`src/core/hpm_defines.svh`:
```
// Purpose: constants for the host parallel port mailbox block
// Assumes: 20 MHz system clock
// Notes:   offsets are port select codes on the two address pins
`ifndef HPM_DEFINES_SVH
`define HPM_DEFINES_SVH
`define HPM_SEL_DATA      2'h0
`define HPM_SEL_MBOX      2'h1
`define HPM_SEL_ADDR      2'h2
`define HPM_SEL_STAT      2'h3
`define HPM_WORD_W        16
`define HPM_PTR_RST       16'h0000
`define HPM_MBOX_RST      16'h0000
`define HPM_TEST_TIME_US  3000
`define HPM_CLK_MHZ       20
`define HPM_TEST_CYC      (`HPM_TEST_TIME_US * `HPM_CLK_MHZ)
`define HPM_STAT_OUT_BIT  0
`define HPM_STAT_IN_BIT   1
`define HPM_STAT_TEST_BIT 2
`define HPM_STAT_ACT_BIT  3
`endif

```
`src/core/hpm_pkg.sv`:
```
// Purpose: types for the host parallel port mailbox block
// Assumes: nothing
// Notes:   constants live in hpm_defines.svh
package hpm_pkg;
  typedef enum logic [1:0] {
    HPM_BOOT   = 2'b00,
    HPM_TEST   = 2'b01,
    HPM_ACTIVE = 2'b11,
    HPM_OFF    = 2'b10
  } hpm_mode_e;
endpackage : hpm_pkg

```
`src/core/hpm_port.sv`:
```
// Purpose: 16-bit strobed host port with memory pointer and mailbox
// Assumes: SYS_CLK 20 MHz, async host strobes synchronised here
// Notes:   memory side is a simple one-cycle request port
`timescale 1ns/100ps
`include "hpm_defines.svh"
module hpm_port
  import hpm_pkg::*;
#(
  parameter int unsigned TEST_CYC = `HPM_TEST_CYC
)(
  input  wire logic        SYS_CLK,
  input  wire logic        RST_B,
  input  wire logic [1:0]  BOOT_SEL,
  input  wire logic        READ_STROBE_N,
  input  wire logic        WRITE_STROBE_N,
  input  wire logic        CHIP_SELECT_N,
  input  wire logic        PORT_SEL_HI,
  input  wire logic        PORT_SEL_LO,
  input  wire logic [15:0] PORT_WORD_IN,
  output logic      [15:0] PORT_WORD_OUT,
  output logic             PORT_WORD_OE,
  output logic             TEST_PIN_OE,
  output logic             MAILBOX_OUT_IRQ,
  output logic             MEM_REQ,
  output logic             MEM_WE,
  output logic      [15:0] MEM_ADDR,
  output logic      [15:0] MEM_WDATA,
  input  wire logic [15:0] MEM_RDATA,
  input  wire logic        FW_MBOX_WE,
  input  wire logic [15:0] FW_MBOX_WDATA,
  input  wire logic        FW_MBOX_IN_ACK,
  output logic      [15:0] FW_MBOX_RDATA,
  output logic             FW_MBOX_IN_FLAG
);

  // ----------------------------------------------------------------
  // pin synchronisers
  // ----------------------------------------------------------------
  // each strobe/select/data input gets two flops before use
  localparam int unsigned SW = 21;
  logic [SW-1:0] pin_raw;
  logic [SW-1:0] s1_q;
  logic [SW-1:0] s2_q;
  logic [SW-1:0] s3_q;
  assign pin_raw = {READ_STROBE_N, WRITE_STROBE_N, CHIP_SELECT_N,
                    PORT_SEL_HI, PORT_SEL_LO, PORT_WORD_IN};

  genvar gi;
  generate
    for (gi = 0; gi < SW; gi++)
    begin : g_sync
      always_ff @(posedge SYS_CLK or negedge RST_B)
      begin
        if (!RST_B)
        begin
          s1_q[gi] <= 1'b1;
          s2_q[gi] <= 1'b1;
          s3_q[gi] <= 1'b1;
        end
        else
        begin
          s1_q[gi] <= pin_raw[gi];
          s2_q[gi] <= s1_q[gi];
          s3_q[gi] <= s2_q[gi];
        end
      end
    end
  endgenerate

  logic        rd_n_s;
  logic        wr_n_s;
  logic        cs_n_s;
  logic [1:0]  sel_s;
  logic [15:0] din_s;
  logic        rd_rise;
  logic        wr_rise;
  logic        rd_low;
  assign rd_n_s  = s2_q[20];
  assign wr_n_s  = s2_q[19];
  assign cs_n_s  = s2_q[18];
  assign sel_s   = s2_q[17:16];
  assign din_s   = s2_q[15:0];
  // held select and data stay valid through the strobe edge
  assign rd_rise = rd_n_s & ~s3_q[20] & ~s3_q[18];
  assign wr_rise = wr_n_s & ~s3_q[19] & ~s3_q[18];
  assign rd_low  = ~rd_n_s & ~cs_n_s;

  // ----------------------------------------------------------------
  // mode: boot strap, then test window and active, or off
  // ----------------------------------------------------------------
  hpm_mode_e   mode_q;
  hpm_mode_e   mode_d;
  logic [31:0] tcnt_q;
  logic [31:0] tcnt_d;
  logic [1:0]  boot_s1_q;
  logic [1:0]  boot_s2_q;

  // no reset: the strap settles through both flops while reset is held
  always_ff @(posedge SYS_CLK)
  begin
    boot_s1_q <= BOOT_SEL;
    boot_s2_q <= boot_s1_q;
  end

  always_comb
  begin
    mode_d = mode_q;
    tcnt_d = tcnt_q;
    case (mode_q)
      HPM_BOOT:
        // strap taken by the first clock after release, never in reset
        mode_d = (boot_s2_q == 2'h0) ? HPM_TEST : HPM_OFF;
      HPM_TEST:
      begin
        tcnt_d = tcnt_q + 32'h1;
        if (tcnt_q >= TEST_CYC - 1)
          mode_d = HPM_ACTIVE;
      end
      HPM_ACTIVE: mode_d = HPM_ACTIVE;
      HPM_OFF:    mode_d = HPM_OFF;
      default:    mode_d = HPM_OFF;
    endcase
  end

  always_ff @(posedge SYS_CLK or negedge RST_B)
  begin
    if (!RST_B)
    begin
      mode_q <= HPM_BOOT;
      tcnt_q <= 32'h0;
    end
    else
    begin
      mode_q <= mode_d;
      tcnt_q <= tcnt_d;
    end
  end

  logic act;
  assign act = (mode_q == HPM_ACTIVE);

  // ----------------------------------------------------------------
  // port registers and memory access
  // ----------------------------------------------------------------
  logic [15:0] ptr_q,  ptr_d;
  logic [15:0] mout_q, mout_d;
  logic [15:0] min_q,  min_d;
  logic        opend_q, opend_d;
  logic        iflag_q, iflag_d;
  logic [15:0] dout_q, dout_d;
  logic        oe_q,   oe_d;
  logic        toe_q,  toe_d;
  logic        mreq_q, mreq_d;
  logic        mwe_q,  mwe_d;
  logic [15:0] maddr_q, maddr_d;
  logic [15:0] mwd_q,  mwd_d;
  logic [15:0] stat_w;

  assign stat_w = {12'h000, act, (mode_q == HPM_TEST), iflag_q, opend_q};

  always_comb
  begin
    ptr_d   = ptr_q;
    mout_d  = mout_q;
    min_d   = min_q;
    opend_d = opend_q;
    iflag_d = iflag_q;
    dout_d  = dout_q;
    mreq_d  = 1'b0;
    mwe_d   = 1'b0;
    maddr_d = maddr_q;
    mwd_d   = mwd_q;
    oe_d    = act & rd_low;
    toe_d   = (mode_q == HPM_TEST);
    // firmware side of the mailbox; clear first so a new event wins
    if (FW_MBOX_IN_ACK)
      iflag_d = 1'b0;
    if (act && rd_rise && sel_s == `HPM_SEL_MBOX)
      opend_d = 1'b0;
    if (FW_MBOX_WE)
    begin
      mout_d  = FW_MBOX_WDATA;
      opend_d = 1'b1;
    end
    // read data presented while the strobe is low
    if (act && rd_low)
    begin
      case (sel_s)
        `HPM_SEL_DATA: dout_d = MEM_RDATA;
        `HPM_SEL_MBOX: dout_d = mout_q;
        `HPM_SEL_ADDR: dout_d = ptr_q;
        `HPM_SEL_STAT: dout_d = stat_w;
        default:       dout_d = 16'h0000;
      endcase
    end
    if (act && wr_rise)
    begin
      case (sel_s)
        `HPM_SEL_DATA:
        begin
          mreq_d  = 1'b1;
          mwe_d   = 1'b1;
          maddr_d = ptr_q;
          mwd_d   = din_s;
          ptr_d   = ptr_q + 16'h0001;
        end
        `HPM_SEL_MBOX:
        begin
          min_d   = din_s;
          iflag_d = 1'b1;
        end
        `HPM_SEL_ADDR: ptr_d = din_s;
        default:       ptr_d = ptr_q;                        // status is read only
      endcase
    end
    else if (act && rd_rise && sel_s == `HPM_SEL_DATA)
    begin
      mreq_d = 1'b1;
      maddr_d = ptr_q;
      ptr_d  = ptr_q + 16'h0001;
    end
    // address follows the pointer so read data is ready during the strobe
    if (!mreq_d)
      maddr_d = ptr_d;
  end

  always_ff @(posedge SYS_CLK or negedge RST_B)
  begin
    if (!RST_B)
    begin
      ptr_q   <= `HPM_PTR_RST;
      mout_q  <= `HPM_MBOX_RST;
      min_q   <= `HPM_MBOX_RST;
      opend_q <= 1'b0;
      iflag_q <= 1'b0;
      dout_q  <= 16'h0000;
      oe_q    <= 1'b0;
      toe_q   <= 1'b0;
      mreq_q  <= 1'b0;
      mwe_q   <= 1'b0;
      maddr_q <= `HPM_PTR_RST;
      mwd_q   <= 16'h0000;
    end
    else
    begin
      ptr_q   <= ptr_d;
      mout_q  <= mout_d;
      min_q   <= min_d;
      opend_q <= opend_d;
      iflag_q <= iflag_d;
      dout_q  <= dout_d;
      oe_q    <= oe_d;
      toe_q   <= toe_d;
      mreq_q  <= mreq_d;
      mwe_q   <= mwe_d;
      maddr_q <= maddr_d;
      mwd_q   <= mwd_d;
    end
  end

  assign PORT_WORD_OUT   = dout_q;
  assign PORT_WORD_OE    = oe_q;
  assign TEST_PIN_OE     = toe_q;
  assign MAILBOX_OUT_IRQ = opend_q;
  assign MEM_REQ         = mreq_q;
  assign MEM_WE          = mwe_q;
  assign MEM_ADDR        = maddr_q;
  assign MEM_WDATA       = mwd_q;
  assign FW_MBOX_RDATA   = min_q;
  assign FW_MBOX_IN_FLAG = iflag_q;

  // ----------------------------------------------------------------
  // assertions
  // ----------------------------------------------------------------
  a_ptr_advance: assert property (@(posedge SYS_CLK) disable iff (!RST_B)
    act && (wr_rise || rd_rise) && sel_s == `HPM_SEL_DATA
    |=> ptr_q == $past(ptr_q) + 16'h0001)
    else $error("pointer did not advance");
  a_mem_write: assert property (@(posedge SYS_CLK) disable iff (!RST_B)
    act && wr_rise && sel_s == `HPM_SEL_DATA
    |=> MEM_REQ && MEM_WE && MEM_ADDR == $past(ptr_q) && MEM_WDATA == $past(din_s))
    else $error("data write not sent to memory");
  a_irq_set: assert property (@(posedge SYS_CLK) disable iff (!RST_B)
    FW_MBOX_WE |=> MAILBOX_OUT_IRQ)
    else $error("outgoing mailbox irq missing");
  a_irq_clear: assert property (@(posedge SYS_CLK) disable iff (!RST_B)
    act && rd_rise && sel_s == `HPM_SEL_MBOX && !FW_MBOX_WE |=> !MAILBOX_OUT_IRQ)
    else $error("irq not released on mailbox read");
  a_mbox_in: assert property (@(posedge SYS_CLK) disable iff (!RST_B)
    act && wr_rise && sel_s == `HPM_SEL_MBOX
    |=> FW_MBOX_IN_FLAG && FW_MBOX_RDATA == $past(din_s))
    else $error("inbound mailbox not captured");
  a_stat_quiet: assert property (@(posedge SYS_CLK) disable iff (!RST_B)
    act && rd_rise && sel_s == `HPM_SEL_STAT |=> !MEM_REQ && $stable(ptr_q))
    else $error("status read disturbed memory");
  a_addr_load: assert property (@(posedge SYS_CLK) disable iff (!RST_B)
    act && wr_rise && sel_s == `HPM_SEL_ADDR |=> ptr_q == $past(din_s))
    else $error("pointer load failed");
  a_off_quiet: assert property (@(posedge SYS_CLK) disable iff (!RST_B)
    mode_q == HPM_OFF |-> !PORT_WORD_OE && !MEM_REQ && !TEST_PIN_OE)
    else $error("port active while not selected");
  a_test_oe: assert property (@(posedge SYS_CLK) disable iff (!RST_B)
    mode_q == HPM_TEST ##1 mode_q == HPM_TEST |-> TEST_PIN_OE && !MEM_REQ)
    else $error("test window pin drive wrong");
  c_block_write: cover property (@(posedge SYS_CLK) disable iff (!RST_B)
    MEM_WE ##[1:200] MEM_WE);
  c_mbox_round: cover property (@(posedge SYS_CLK) disable iff (!RST_B)
    MAILBOX_OUT_IRQ ##[1:200] !MAILBOX_OUT_IRQ);
  c_data_read: cover property (@(posedge SYS_CLK) disable iff (!RST_B)
    MEM_REQ && !MEM_WE);

endmodule : hpm_port

```
`config.mk`:
```
export PLATFORM = sky130hd
export DESIGN_NAME = hpm_port
export DESIGN_NICKNAME = d
export VERILOG_FILES = /design/src/core/hpm_pkg.sv /design/src/core/hpm_port.sv
export VERILOG_INCLUDE_DIRS = /design/src /design/src/core
export SDC_FILE = /design/constraint.sdc
export NUM_CORES = 1
export LEC_CHECK = 0
export ABC_CLOCK_PERIOD_IN_PS = 2650
export BUFFER_PORTS_ARGS = -buffer_cell sky130_fd_sc_hd__buf_4
export CAP_MARGIN = 5
export CORE_ASPECT_RATIO = 1.5
export CORE_MARGIN = 2
export CORE_UTILIZATION = 40
export DETAILED_ROUTE_END_ITERATION = 6
export GPL_ROUTABILITY_DRIVEN = 0
export PLACE_DENSITY = 0.59
export SLEW_MARGIN = 20
export SYNTH_ARGS = -nofsm -noshare
export SYNTH_HDL_FRONTEND = slang
export SYNTH_SLANG_ARGS = --single-unit
export TNS_END_PERCENT = 20
```
`constraint.sdc`:
```
create_clock -name SYS_CLK -period 2.65 [get_ports SYS_CLK]
set_input_delay 0.1325 -clock SYS_CLK [delete_from_list [all_inputs] [get_ports SYS_CLK]]
set_output_delay 0.1325 -clock SYS_CLK [all_outputs]
set_load 0.005 [all_outputs]
```
==> results.md, run 1 <==
* Outcome: finished, final reports clean
* Post-synth top flop: dfrtp_1
* Largest net degree at the start of global routing at about 70
* Final Skew at slightly below 9 ps
* R2r worst-path depth at 4
* Clk pwr share at between 40% and 50%
* Total Power at between 5000 and 6000 uW
* Max clock buf depth at 2
* Crit path launch type: register
* Final min period at between 2000 and 2500 ps
* Die X at roughly 120 um
* Critical-path top delay cell: o311ai_0
* Hold_buf cts at 40
* Reg power frac at 51.4%
* Sw frac at approximately 23%
* Maximum vdd drop at around 440 uV
* CP required at 2920 ps
* Vias per cell at 5.29
* PortBufs at between 100 and 150
* Clock sinks at about 190
* Mapped Avg Cell Area at 12.6 um^2
* Final Max Slew Viols at 0
* Clk_lat worst skew at about 430 ps
* Synth Net Count at 676
* Final Cycle Share at slightly below 90%
* Global Route Usage Sum at about a fifth
* Reg2reg start: rd_n_s
* Syn Std Cell Area at approximately 0.0077 mm^2
* Sequential fraction of the synthesis area at about 60%
* DRC errors left at 0
* Max Cap Viol at 0
* Worst-path clk slew at ~70 ps
* Setup Crit Path Kind: reg2reg
* Die ar. at 0.0205 mm^2
* Nets at 841
* Fillers at between 1500 and 2000
* Internal power at between 4000 and 5000 uW
* Worst hold path type: in2reg
* Antenna violations before repair at 0
* CTS buffer count at 17
* Routed WL per cell at 18.6 um
* Pleak at around 0.0046 uW
* Switching power total at roughly 1300 uW
* Antenna cell count at 0
* Hold endpoint: FW_MBOX_IN_FLAG
* Initial drt markers at ~350
* Crit-path max cell delay at ~600 ps
* Routed Antenna Nets at 0
* CP Buf/Inv Count at 0
* Grt ovf at 0
* FMAX at ~0.43 GHz
* Slew @ Worst Pin at about 910 ps
* Critical path's top delay family: compound AO/OA/AOI/OAI gates
* Core ar. at between 0.015 and 0.02 mm^2
* CP Cell Sequence: nor2b_1 > o211ai_1 > o311ai_0 > o311ai_1
* Share of cells above drive strength 1 at a little under two fifths
* H-tree depth at 4
* Arrival @ worst endpoint at about 2600 ps
* TritonCTS clock tree: yes
* P&R area growth vs syn at 29.1%
* Setup TNS at 0 ps
* Clk root buf: clkbuf_16
* Post-CTS Setup Inserts at 0
* Row cnt at 62
* DR vias at 5549
* Pwr Density at between 500 and 600 mW/mm^2
* Reg2Reg Setup Slack at ~340 ps
* Count of cell types in the netlist at 68
* Comb pwr share at under 10%
* Crit Reg-Reg Endpoint: ptr_q[14]
* DRT Wirelength at just under 20000 um
* Hold path depth at 3
* RSZ-0062 raised after global routing: no
* First-pass DRT Iterations at 4
* Die height at 174 um
* Initial Util at a little over 40%
* CP Max Fanout at 9
* Ys async rst share at about 98%
* Yosys reg bits at 185
* Worst rel slew slack at between 30% and 40%
* Final setup fails at 0
* Ys Warns at 0
* Ports at between 100 and 150
* Worst Setup End Kind: register
* Post-cts resize count at 0
* First-pass GRT wire length at roughly 31000 um
* Final-report hold violation count at 0
* Hold_sp: FW_MBOX_IN_ACK
* EDFF count, synth at 0
* DP HPWL at about 14000 um
* Vias in the first global route at 5896
* Cells after synthesis at 615
-- logic make-up (layout without fill, tap and decap cells) --
logic type      count (synthesis)  in the layout  share of synthesized area, %
xor+xnor                       32             32                          3.62
flops                         185            185                          60.3
fa+ha+maj                       2              2                         0.323
buf+inv                        50            228                          2.85
mux                            82             82                          12.3
compound gates                 97             97                          8.28
simple gates                  167            167                          12.3
-- cells in the mapped netlist, types with 3 or more instances --
cell type / instances / area share (%)
dfrtp_1: 136 / 44
mux2_2: 65 / 9.5
dfstp_2: 45 / 15
a21oi_1: 33 / 2.1
nor2_1: 32 / 1.6
xnor2_1: 28 / 3.2
nand4_1: 27 / 2.2
nand2_1: 24 / 1.2
clkbuf_1: 19 / 0.92
nand3_1: 19 / 1.2
o21ai_0: 18 / 1.2
and3_1: 14 / 1.1
buf_2: 13 / 0.84
mux2i_1: 13 / 1.7
inv_1: 11 / 0.53
nor4_1: 9 / 0.73
and4_1: 8 / 0.91
a221o_1: 5 / 0.65
a21boi_0: 4 / 0.39
a31oi_1: 4 / 0.32
dfxtp_1: 4 / 1.0
mux4_2: 4 / 1.2
nor3_1: 4 / 0.26
xor2_1: 4 / 0.45
a21o_1: 3 / 0.29
and2_1: 3 / 0.24
nand2b_1: 3 / 0.24
nor2b_1: 3 / 0.24
nor3b_1: 3 / 0.29
o311ai_0: 3 / 0.34
o31a_1: 3 / 0.34
or2_2: 3 / 0.24
-- registers in the layout, summed over array words and instances (netlist names), 3 cells and up --
name           count
PORT_WORD_OUT     16
din_s             16
MEM_WDATA         16
mout_q            16
MEM_ADDR          16
s3_q               3
tcnt_q            32
s1_q              21
FW_MBOX_RDATA     16
ptr_q             16
-- cell type report --
| type | instances | area, um^2 | area share, % |
|---|---|---|---|
| clock buffer | 20 | 489 | 4.90 |
| clock inverter | 12 | 103 | 1.03 |
| inverter | 13 | 48.8 | 0.489 |
| multi-input combinational | 380 | 2860 | 28.6 |
| sequential | 185 | 4670 | 46.7 |
| tap | 256 | 320 | 3.21 |
| timing repair buffer | 183 | 1500 | 15.0 |
-- worst max path at each step --
stage,startpoint,end,slack [ps],cells after the start
4_1_cts,s2_q[17],ptr_q[14],410,4
3_3_place_gp,s2_q[17],ptr_q[14],510,4
2_1_floorplan,s2_q[16],FW_MBOX_RDATA[10],760,5
5_1_grt,rd_n_s,ptr_q[14],200,4
6_report,rd_n_s,ptr_q[14],340,4
3_5_place_dp,s2_q[17],ptr_q[14],440,4
-- placed cells by master (no fill, tap or decap), types with 5 or more instances in the layout --
| master | n |
|---|---|
| a21oi_1 | 33 |
| dfstp_2 | 45 |
| nor2_1 | 32 |
| nand3_1 | 19 |
| and4_1 | 8 |
| nor4_1 | 9 |
| xnor2_1 | 28 |
| nand2_1 | 24 |
| buf_4 | 140 |
| and3_1 | 14 |
| a221o_1 | 5 |
| dfrtp_1 | 136 |
| inv_1 | 11 |
| mux2_2 | 65 |
| clkbuf_16 | 19 |
| mux2i_1 | 13 |
| o21ai_0 | 18 |
| nand4_1 | 27 |
| dlygate4sd3_1 | 40 |
-- metrics by stage --
stage | setup WS [ps] | std cells | hold WS (ps) | utilization [%] | cell area, um^2
4_1_cts | 409 | 1049 | 77.1 | 52.3 | 9990
3_3_place_gp | 515 | 977 | 159 | 47.1 | 8990
6_report | 343 | 1049 | 85.3 | 52.3 | 9990
3_5_place_dp | 435 | 977 | 162 | 47.1 | 8990
2_1_floorplan | 764 | 615 | -163 | - | 7740
5_1_grt | 196 | 1049 | 61.3 | 52.3 | 9990
-- worst min-delay path, delay by kind of cell --
family          cells  cell delay (ps)
compound gates      1              190
buf+inv             2              150
-- power by group through the flow --
stage / combinational (uW) / sequential (uW) / clock [uW]
after detailed placement: 253 / 3020 / 0
after CTS: 301 / 2960 / 2570
final: 293 / 2960 / 2500
after global routing: 325 / 2970 / 2690
after floorplan: 106 / 2990 / 0
after global placement: 247 / 3010 / 0
-- metal layers --
metal	share of wire [%]	GRT usage [%]	vias to the layer above
met5	0	0	-
met4	3.1	8.79	0
met2	53	34.6	172
met1	39	22.6	2781
met3	4.4	4.20	41
li1	-	-	2555
Note: power is estimated with default switching activity, not from simulation.
==> inputs of run 2 (changes only) <==
--- a/config.mk
+++ b/config.mk
@@ -14,6 +14,7 @@
 export CORE_UTILIZATION = 40
 export DETAILED_ROUTE_END_ITERATION = 6
 export GPL_ROUTABILITY_DRIVEN = 0
+export GPL_TIMING_DRIVEN = 0
 export PLACE_DENSITY = 0.59
 export SLEW_MARGIN = 20
 export SYNTH_ARGS = -nofsm -noshare
==> results.md, run 2 (synthesized netlist as in run 1, its figures left out) <==
* Antenna violations before repair at 0 (unchanged)
* Grt ovf at 0 (unchanged)
* Footprint of the multi-input gates at 0.00285 mm^2 (-0.18%)
* DR vias at 5729 (+3.2%)
* CP required at 2960 ps (+40 ps)
* Reg2reg start: s2_q[16]
* Initial drt markers at 306 (-13%)
* Worst rel slew slack at 44.0% (+4.6 points)
* Worst Setup End Kind: register
* Top flop regs: tcnt_q (32), s1_q (21)
* RSZ-0062 raised after global routing: no
* Setup crit start: s2_q[16]
* R2r worst-path depth at 5 (+1)
* CTS buffer count at 17 (unchanged)
* H-tree depth at 4 (unchanged)
* Ports at 129 (unchanged)
* Post-CTS Setup Inserts at 0 (unchanged)
* First-pass GRT wire length at 32100 um (+2.6%)
* Critical path destination: FW_MBOX_RDATA[11]
* Max Cap Viol at 0 (unchanged)
* Clk_lat worst skew at 430 ps (about the same)
* DRT Wirelength at 19900 um (+1.8%)
* Core ar. at 0.0191 mm^2 (unchanged)
* Die height at 174 um (unchanged)
* Die X at 118 um (unchanged)
* Highest-count cells in the layout ignoring fill and taps: 136 x dfrtp_1, 128 x buf_4, 65 x mux2_2
* Antenna cell count at 0 (unchanged)
* Row cnt at 62 (unchanged)
* Hold_buf cts at 41 (+2.5%)
* Pleak at 0.00461 uW (+1.4%)
* Reg2Reg Setup Slack at 320 ps (-20 ps)
* Final Skew at 10.7 ps (+1.82 ps)
* Share of cells above drive strength 1 at 37.0% (-0.95 points)
* Pwr Density at 595 mW/mm^2 (+3.2%)
* PortBufs at 127 (-0.78%)
* Final min period at 2330 ps (+18.9 ps)
* Global Route Usage Sum at 19.9% (+0.39 points)
* Crit path launch type: register
* Max clock buf depth at 2 (unchanged)
* Setup TNS at 0 ps (unchanged)
* FMAX at 0.430 GHz (-0.81%)
* Vias per cell at 5.34 (+1.0%)
* Largest net degree at the start of global routing at 105 (+54%)
* CP Max Fanout at 10 (+1)
* Reg with most FFs: tcnt_q
* Final Cycle Share at 87.8% (+0.71 points)
* Final Max Slew Viols at 0 (unchanged)
* Register area at 0.00467 mm^2 (unchanged)
* Arrival @ worst endpoint at 2630 ps (+50 ps)
* First-pass DRT Iterations at 5 (+1)
* Vias in the first global route at 6184 (+4.9%)
* Setup Crit Path Kind: reg2reg
* Finished Core Util at 53.0% (+0.64 points)
* Largest register FFs at 32 (unchanged)
* DP HPWL at 14000 um (+1.9%)
* Maximum vdd drop at 465 uV (+6.8%)
* Most common cell after layout, fill and taps aside: dfrtp_1
* Fillers at 1691 (-2.0%)
* DRC errors left at 0 (unchanged)
* Routed Antenna Nets at 0 (unchanged)
* Post-cts resize count at 0 (unchanged)
* Crit Reg-Reg Endpoint: FW_MBOX_RDATA[11]
* TritonCTS clock tree: yes
* P&R area growth vs syn at 30.6%
* Nets at 864 (+2.7%)
* Hold Slack at 152 ps (+67.0 ps)
* Final-report hold violation count at 0 (unchanged)
* Clock sinks at 185 (unchanged)
* Slew @ Worst Pin at 833 ps (-73.0 ps)
* Outcome: finished, final reports clean
* Worst-path clk slew at 70 ps (about the same)
* Clk root buf: clkbuf_16
* Final setup fails at 0 (unchanged)
* Die ar. at 0.0205 mm^2 (unchanged)
* Initial Util at 40.5% (unchanged)
* Routed WL per cell at 18.5 um (-0.37%)
* Worst hold path type: in2reg
## run 2: cell types whose count changed in the layout (fill, tap and decap cells not counted), moves of 4 or more
cell	before	now
buf_2	0	13
buf_4	140	128
bufinv_16	0	4
clkbuf_1	0	19
## run 2: cell type report
cell class | count | area share (%)
Buffer | 37 | 1.70
Clock buffer | 20 | 4.62
Clock inverter | 12 | 1.82
Inverter | 13 | 0.483
Multi-Input combinational cell | 380 | 28.2
Sequential cell | 185 | 46.2
Tap cell | 256 | 3.17
Timing Repair Buffer | 169 | 13.8
## run 2: per-stage QoR
| step | cells | worst slack (ps) | instance area, um^2 | total power, uW |
|---|---|---|---|---|
| final | 1072 | 324 | 10100 | 6020 |
| after global routing | 1072 | 194 | 10100 | 6260 |
| after CTS | 1072 | 273 | 10100 | 6110 |
| after detailed placement | 999 | 281 | 9050 | 3270 |
| after global placement | 998 | 281 | 9010 | 3250 |
| after floorplan | 615 | 764 | 7740 | 3090 |
## run 2: report_power, final
group / switching, uW / internal (uW) / leakage (uW)
Clock: 1090 / 1670 / 0.000319
Sequential: 40.0 / 2910 / 0.00228
Combinational: 152 / 157 / 0.00201
Total: 1280 / 4740 / 0.00461
## run 2: how the worst min path moves through the flow
stage                    startpoint                end  depth (start not counted)  slack (ps)
floorplan                     RST_B    FW_MBOX_IN_FLAG                          0        -160
global placement    PORT_WORD_IN[4]            s1_q[4]                          1         240
detailed placement            RST_B         tcnt_q[30]                          1         170
CTS                   MEM_RDATA[14]  PORT_WORD_OUT[14]                          5         140
global route           MEM_RDATA[0]   PORT_WORD_OUT[0]                          3         160
finish                 MEM_RDATA[8]   PORT_WORD_OUT[8]                          5         150
## run 2: critical path, cell delays in order (launching register included)
cell	delay, ps
dfstp_2	510
buf_2	220
inv_1	160
nor4_4	670
buf_6	280
mux2_2	350
## run 2: per-layer routing
metal,global-route usage (%),share of wire (%),vias to the layer above
li1,-,-,2622
met4,10.1,3.7,0
met5,0,0,-
met1,22.0,39,2881
met3,3.94,3.9,47
met2,36.1,54,179
==> inputs of run 3 (changes only) <==
--- a/config.mk
+++ b/config.mk
@@ -8,7 +8,7 @@
 export LEC_CHECK = 0
 export ABC_CLOCK_PERIOD_IN_PS = 2650
 export BUFFER_PORTS_ARGS = -buffer_cell sky130_fd_sc_hd__buf_4
-export CAP_MARGIN = 5
+export CAP_MARGIN = 20
 export CORE_ASPECT_RATIO = 1.5
 export CORE_MARGIN = 2
 export CORE_UTILIZATION = 40
@@ -16,6 +16,7 @@
 export GPL_ROUTABILITY_DRIVEN = 0
 export GPL_TIMING_DRIVEN = 0
 export PLACE_DENSITY = 0.59
+export RECOVER_POWER = 100
 export SLEW_MARGIN = 20
 export SYNTH_ARGS = -nofsm -noshare
 export SYNTH_HDL_FRONTEND = slang
==> results.md, run 3 (synthesized netlist as in run 1, its figures left out) <==
* CP Cell Sequence: buf_2 > inv_1 > nor4_4 > buf_6 > mux2_2
* FMAX at 0.430 GHz (about the same)
* Final setup fails at 0 (unchanged)
* TritonCTS clock tree: yes
* P&R area growth vs syn at 29.3%
* Clk root buf: clkbuf_16
* Initial drt markers at 344 (+12%)
* Antenna cell count at 0 (unchanged)
* Met2 wire len at 10700 um (+0.15%)
* Largest register FFs at 32 (unchanged)
* Final-report hold violation count at 0 (unchanged)
* Reg power frac at 49.1% (about the same)
* Total placed cells including tap cells at 999 (unchanged)
* Outcome: finished, violations left
* Comb pwr share at 5.1% (about the same)
* CTS buffer count at 17 (unchanged)
* Maximum vdd drop at 464 uV (-0.19%)
* Setup TNS at 0 ps (unchanged)
* CP Max Fanout at 10 (unchanged)
* Switching power total at 1280 uW (about the same)
* Top sig layer: met4
* Worst-path clk slew at 70 ps (about the same)
* Die height at 174 um (unchanged)
* CP required at 2960 ps (about the same)
* Sw frac at 21.2% (about the same)
* Max clock buf depth at 2 (unchanged)
* First-pass DRT Iterations at 5 (unchanged)
* Setup ws final at 326 ps (+2.23 ps)
* Hold_buf cts at 41 (unchanged)
* Post-CTS Setup Inserts at 0 (unchanged)
* DRT Wirelength at 19700 um (-0.54%)
* Pwr Density at 601 mW/mm^2 (+0.94%)
* Final Cycle Share at 87.7% (about the same)
* Worst slack, placed at 281 ps (unchanged)
* DR vias at 5794 (+1.1%)
* Critical path's top delay family: simple AND/OR/NAND/NOR gates
* RSZ-0062 raised after global routing: no
* Most common cell after layout, fill and taps aside: dfrtp_1
* Die X at 118 um (unchanged)
* Worst Setup End Kind: register
* Finished Layout Cells at 1072 (unchanged)
* Final Skew at 13.2 ps (+2.50 ps)
* Worst rel slew slack at -33.5% (-77 points)
* Ports at 129 (unchanged)
* Vias per cell at 5.40 (+1.1%)
* Clk pwr share at 45.8% (about the same)
* Clock sinks at 185 (unchanged)
* Core ar. at 0.0191 mm^2 (unchanged)
* Reg with most FFs: tcnt_q
* Highest-count cells in the layout ignoring fill and taps: 136 x dfrtp_1, 73 x clkbuf_4, 65 x mux2_2
* Worst hold path type: in2reg
* Final min period at 2320 ps (-2.23 ps)
* Antenna violations before repair at 0 (unchanged)
* Internal power at 4740 uW (about the same)
* Routed wl met3 at 865 um (+12%)
* Share of cells above drive strength 1 at 33.2% (-3.8 points)
* Crit-path max cell delay at 670 ps (about the same)
* DRC errors left at 0 (unchanged)
* Failing checks: capacitance limit, slew limit
* Max Cap Viol at 1 (+1)
* Largest net degree at the start of global routing at 105 (unchanged)
* Routed Antenna Nets at 0 (unchanged)
* Setup Crit Path Kind: reg2reg
* Critical-path top delay cell: nor4_4
* Die ar. at 0.0205 mm^2 (unchanged)
* Global Route Usage Sum at 19.9% (unchanged)
* Row cnt at 62 (unchanged)
* PortBufs at 127 (unchanged)
* Top flop regs: tcnt_q (32), s1_q (21)
* H-tree depth at 4 (unchanged)
* Grt ovf at 0 (unchanged)
* Post-cts resize count at 0 (unchanged)
* Clk_lat worst skew at 430 ps (about the same)
* Arrival @ worst endpoint at 2630 ps (about the same)
* Vias in the first global route at 6184 (unchanged)
* Nets at 864 (unchanged)
* Final Max Slew Viols at 78 (+78)
* CP Buf/Inv Count at 3 (unchanged)
* M1 WL at 7460 um (-2.9%)
* DP HPWL at 14000 um (unchanged)
* First-pass GRT wire length at 32100 um (unchanged)
* Slew @ Worst Pin at 2000 ps (+1170 ps)
* Routed WL per cell at 18.4 um (-0.54%)
* Pleak at 0.00448 uW (-3.0%)
* Initial Util at 40.5% (unchanged)
* Crit path launch type: register
## run 3: cell types whose count changed in the layout (fill, tap and decap cells not counted), moves of 2 or more
cell	before	now
buf_2	13	8
o311ai_1	2	0
clkbuf_1	19	45
clkbuf_4	0	73
dfstp_1	0	4
buf_4	128	34
clkbuf_2	1	3
dfstp_2	45	41
o311ai_0	3	5
## run 3: final cells by class
type,instances,area (um^2)
fillers,1716,9080
inverters,13,48.8
repair buffers,169,1310
plain buffers,37,163
clock buffers,20,467
multi-input cells,380,2840
clock inverters,12,184
well taps,256,320
flip-flops and latches,185,4670
## run 3: worst register-to-register path, cell delays in order (launching register included)
cell	delay, ps
dfstp_2	510
buf_2	220
inv_1	160
nor4_4	670
buf_6	280
mux2_2	360
## run 3: final timing paths
path                         startpoint           endpoint  slack (ps)  cells after the start
max reg2reg                    s2_q[16]  FW_MBOX_RDATA[11]         330                      5
min in group asynchronous         RST_B         tcnt_q[25]         790                      2
max                            s2_q[16]  FW_MBOX_RDATA[11]         330                      5
min reg2reg                boot_s1_q[0]       boot_s2_q[0]         330                      0
min                        MEM_RDATA[8]   PORT_WORD_OUT[8]         150                      5
max in group asynchronous         RST_B           din_s[8]         490                      3
## run 3: per-stage QoR
| step | area (um^2) | hold WS, ps | util, % | power, uW |
|---|---|---|---|---|
| global placement | 9010 | 241 | 47.2 | 3250 |
| floorplan | 7740 | -163 | - | 3090 |
| detailed placement | 9050 | 167 | 47.4 | 3270 |
| CTS | 10100 | 135 | 53.0 | 6110 |
| finish | 10000 | 147 | 52.4 | 6010 |
| global route | 10000 | 156 | 52.4 | 6250 |
## run 3: power by group through the flow
| stage | combinational [uW] | clock, uW | sequential (uW) |
|---|---|---|---|
| floorplan | 106 | 0 | 2990 |
| global placement | 252 | 0 | 3000 |
| detailed placement | 266 | 0 | 3010 |
| CTS | 315 | 2840 | 2950 |
| global route | 339 | 2950 | 2960 |
| finish | 305 | 2760 | 2950 |
## run 3: per-layer routing
metal	GRT usage, %	vias up
met5	0	-
met3	3.94	51
li1	-	2621
met2	36.1	212
met4	10.1	0
met1	22.0	2910
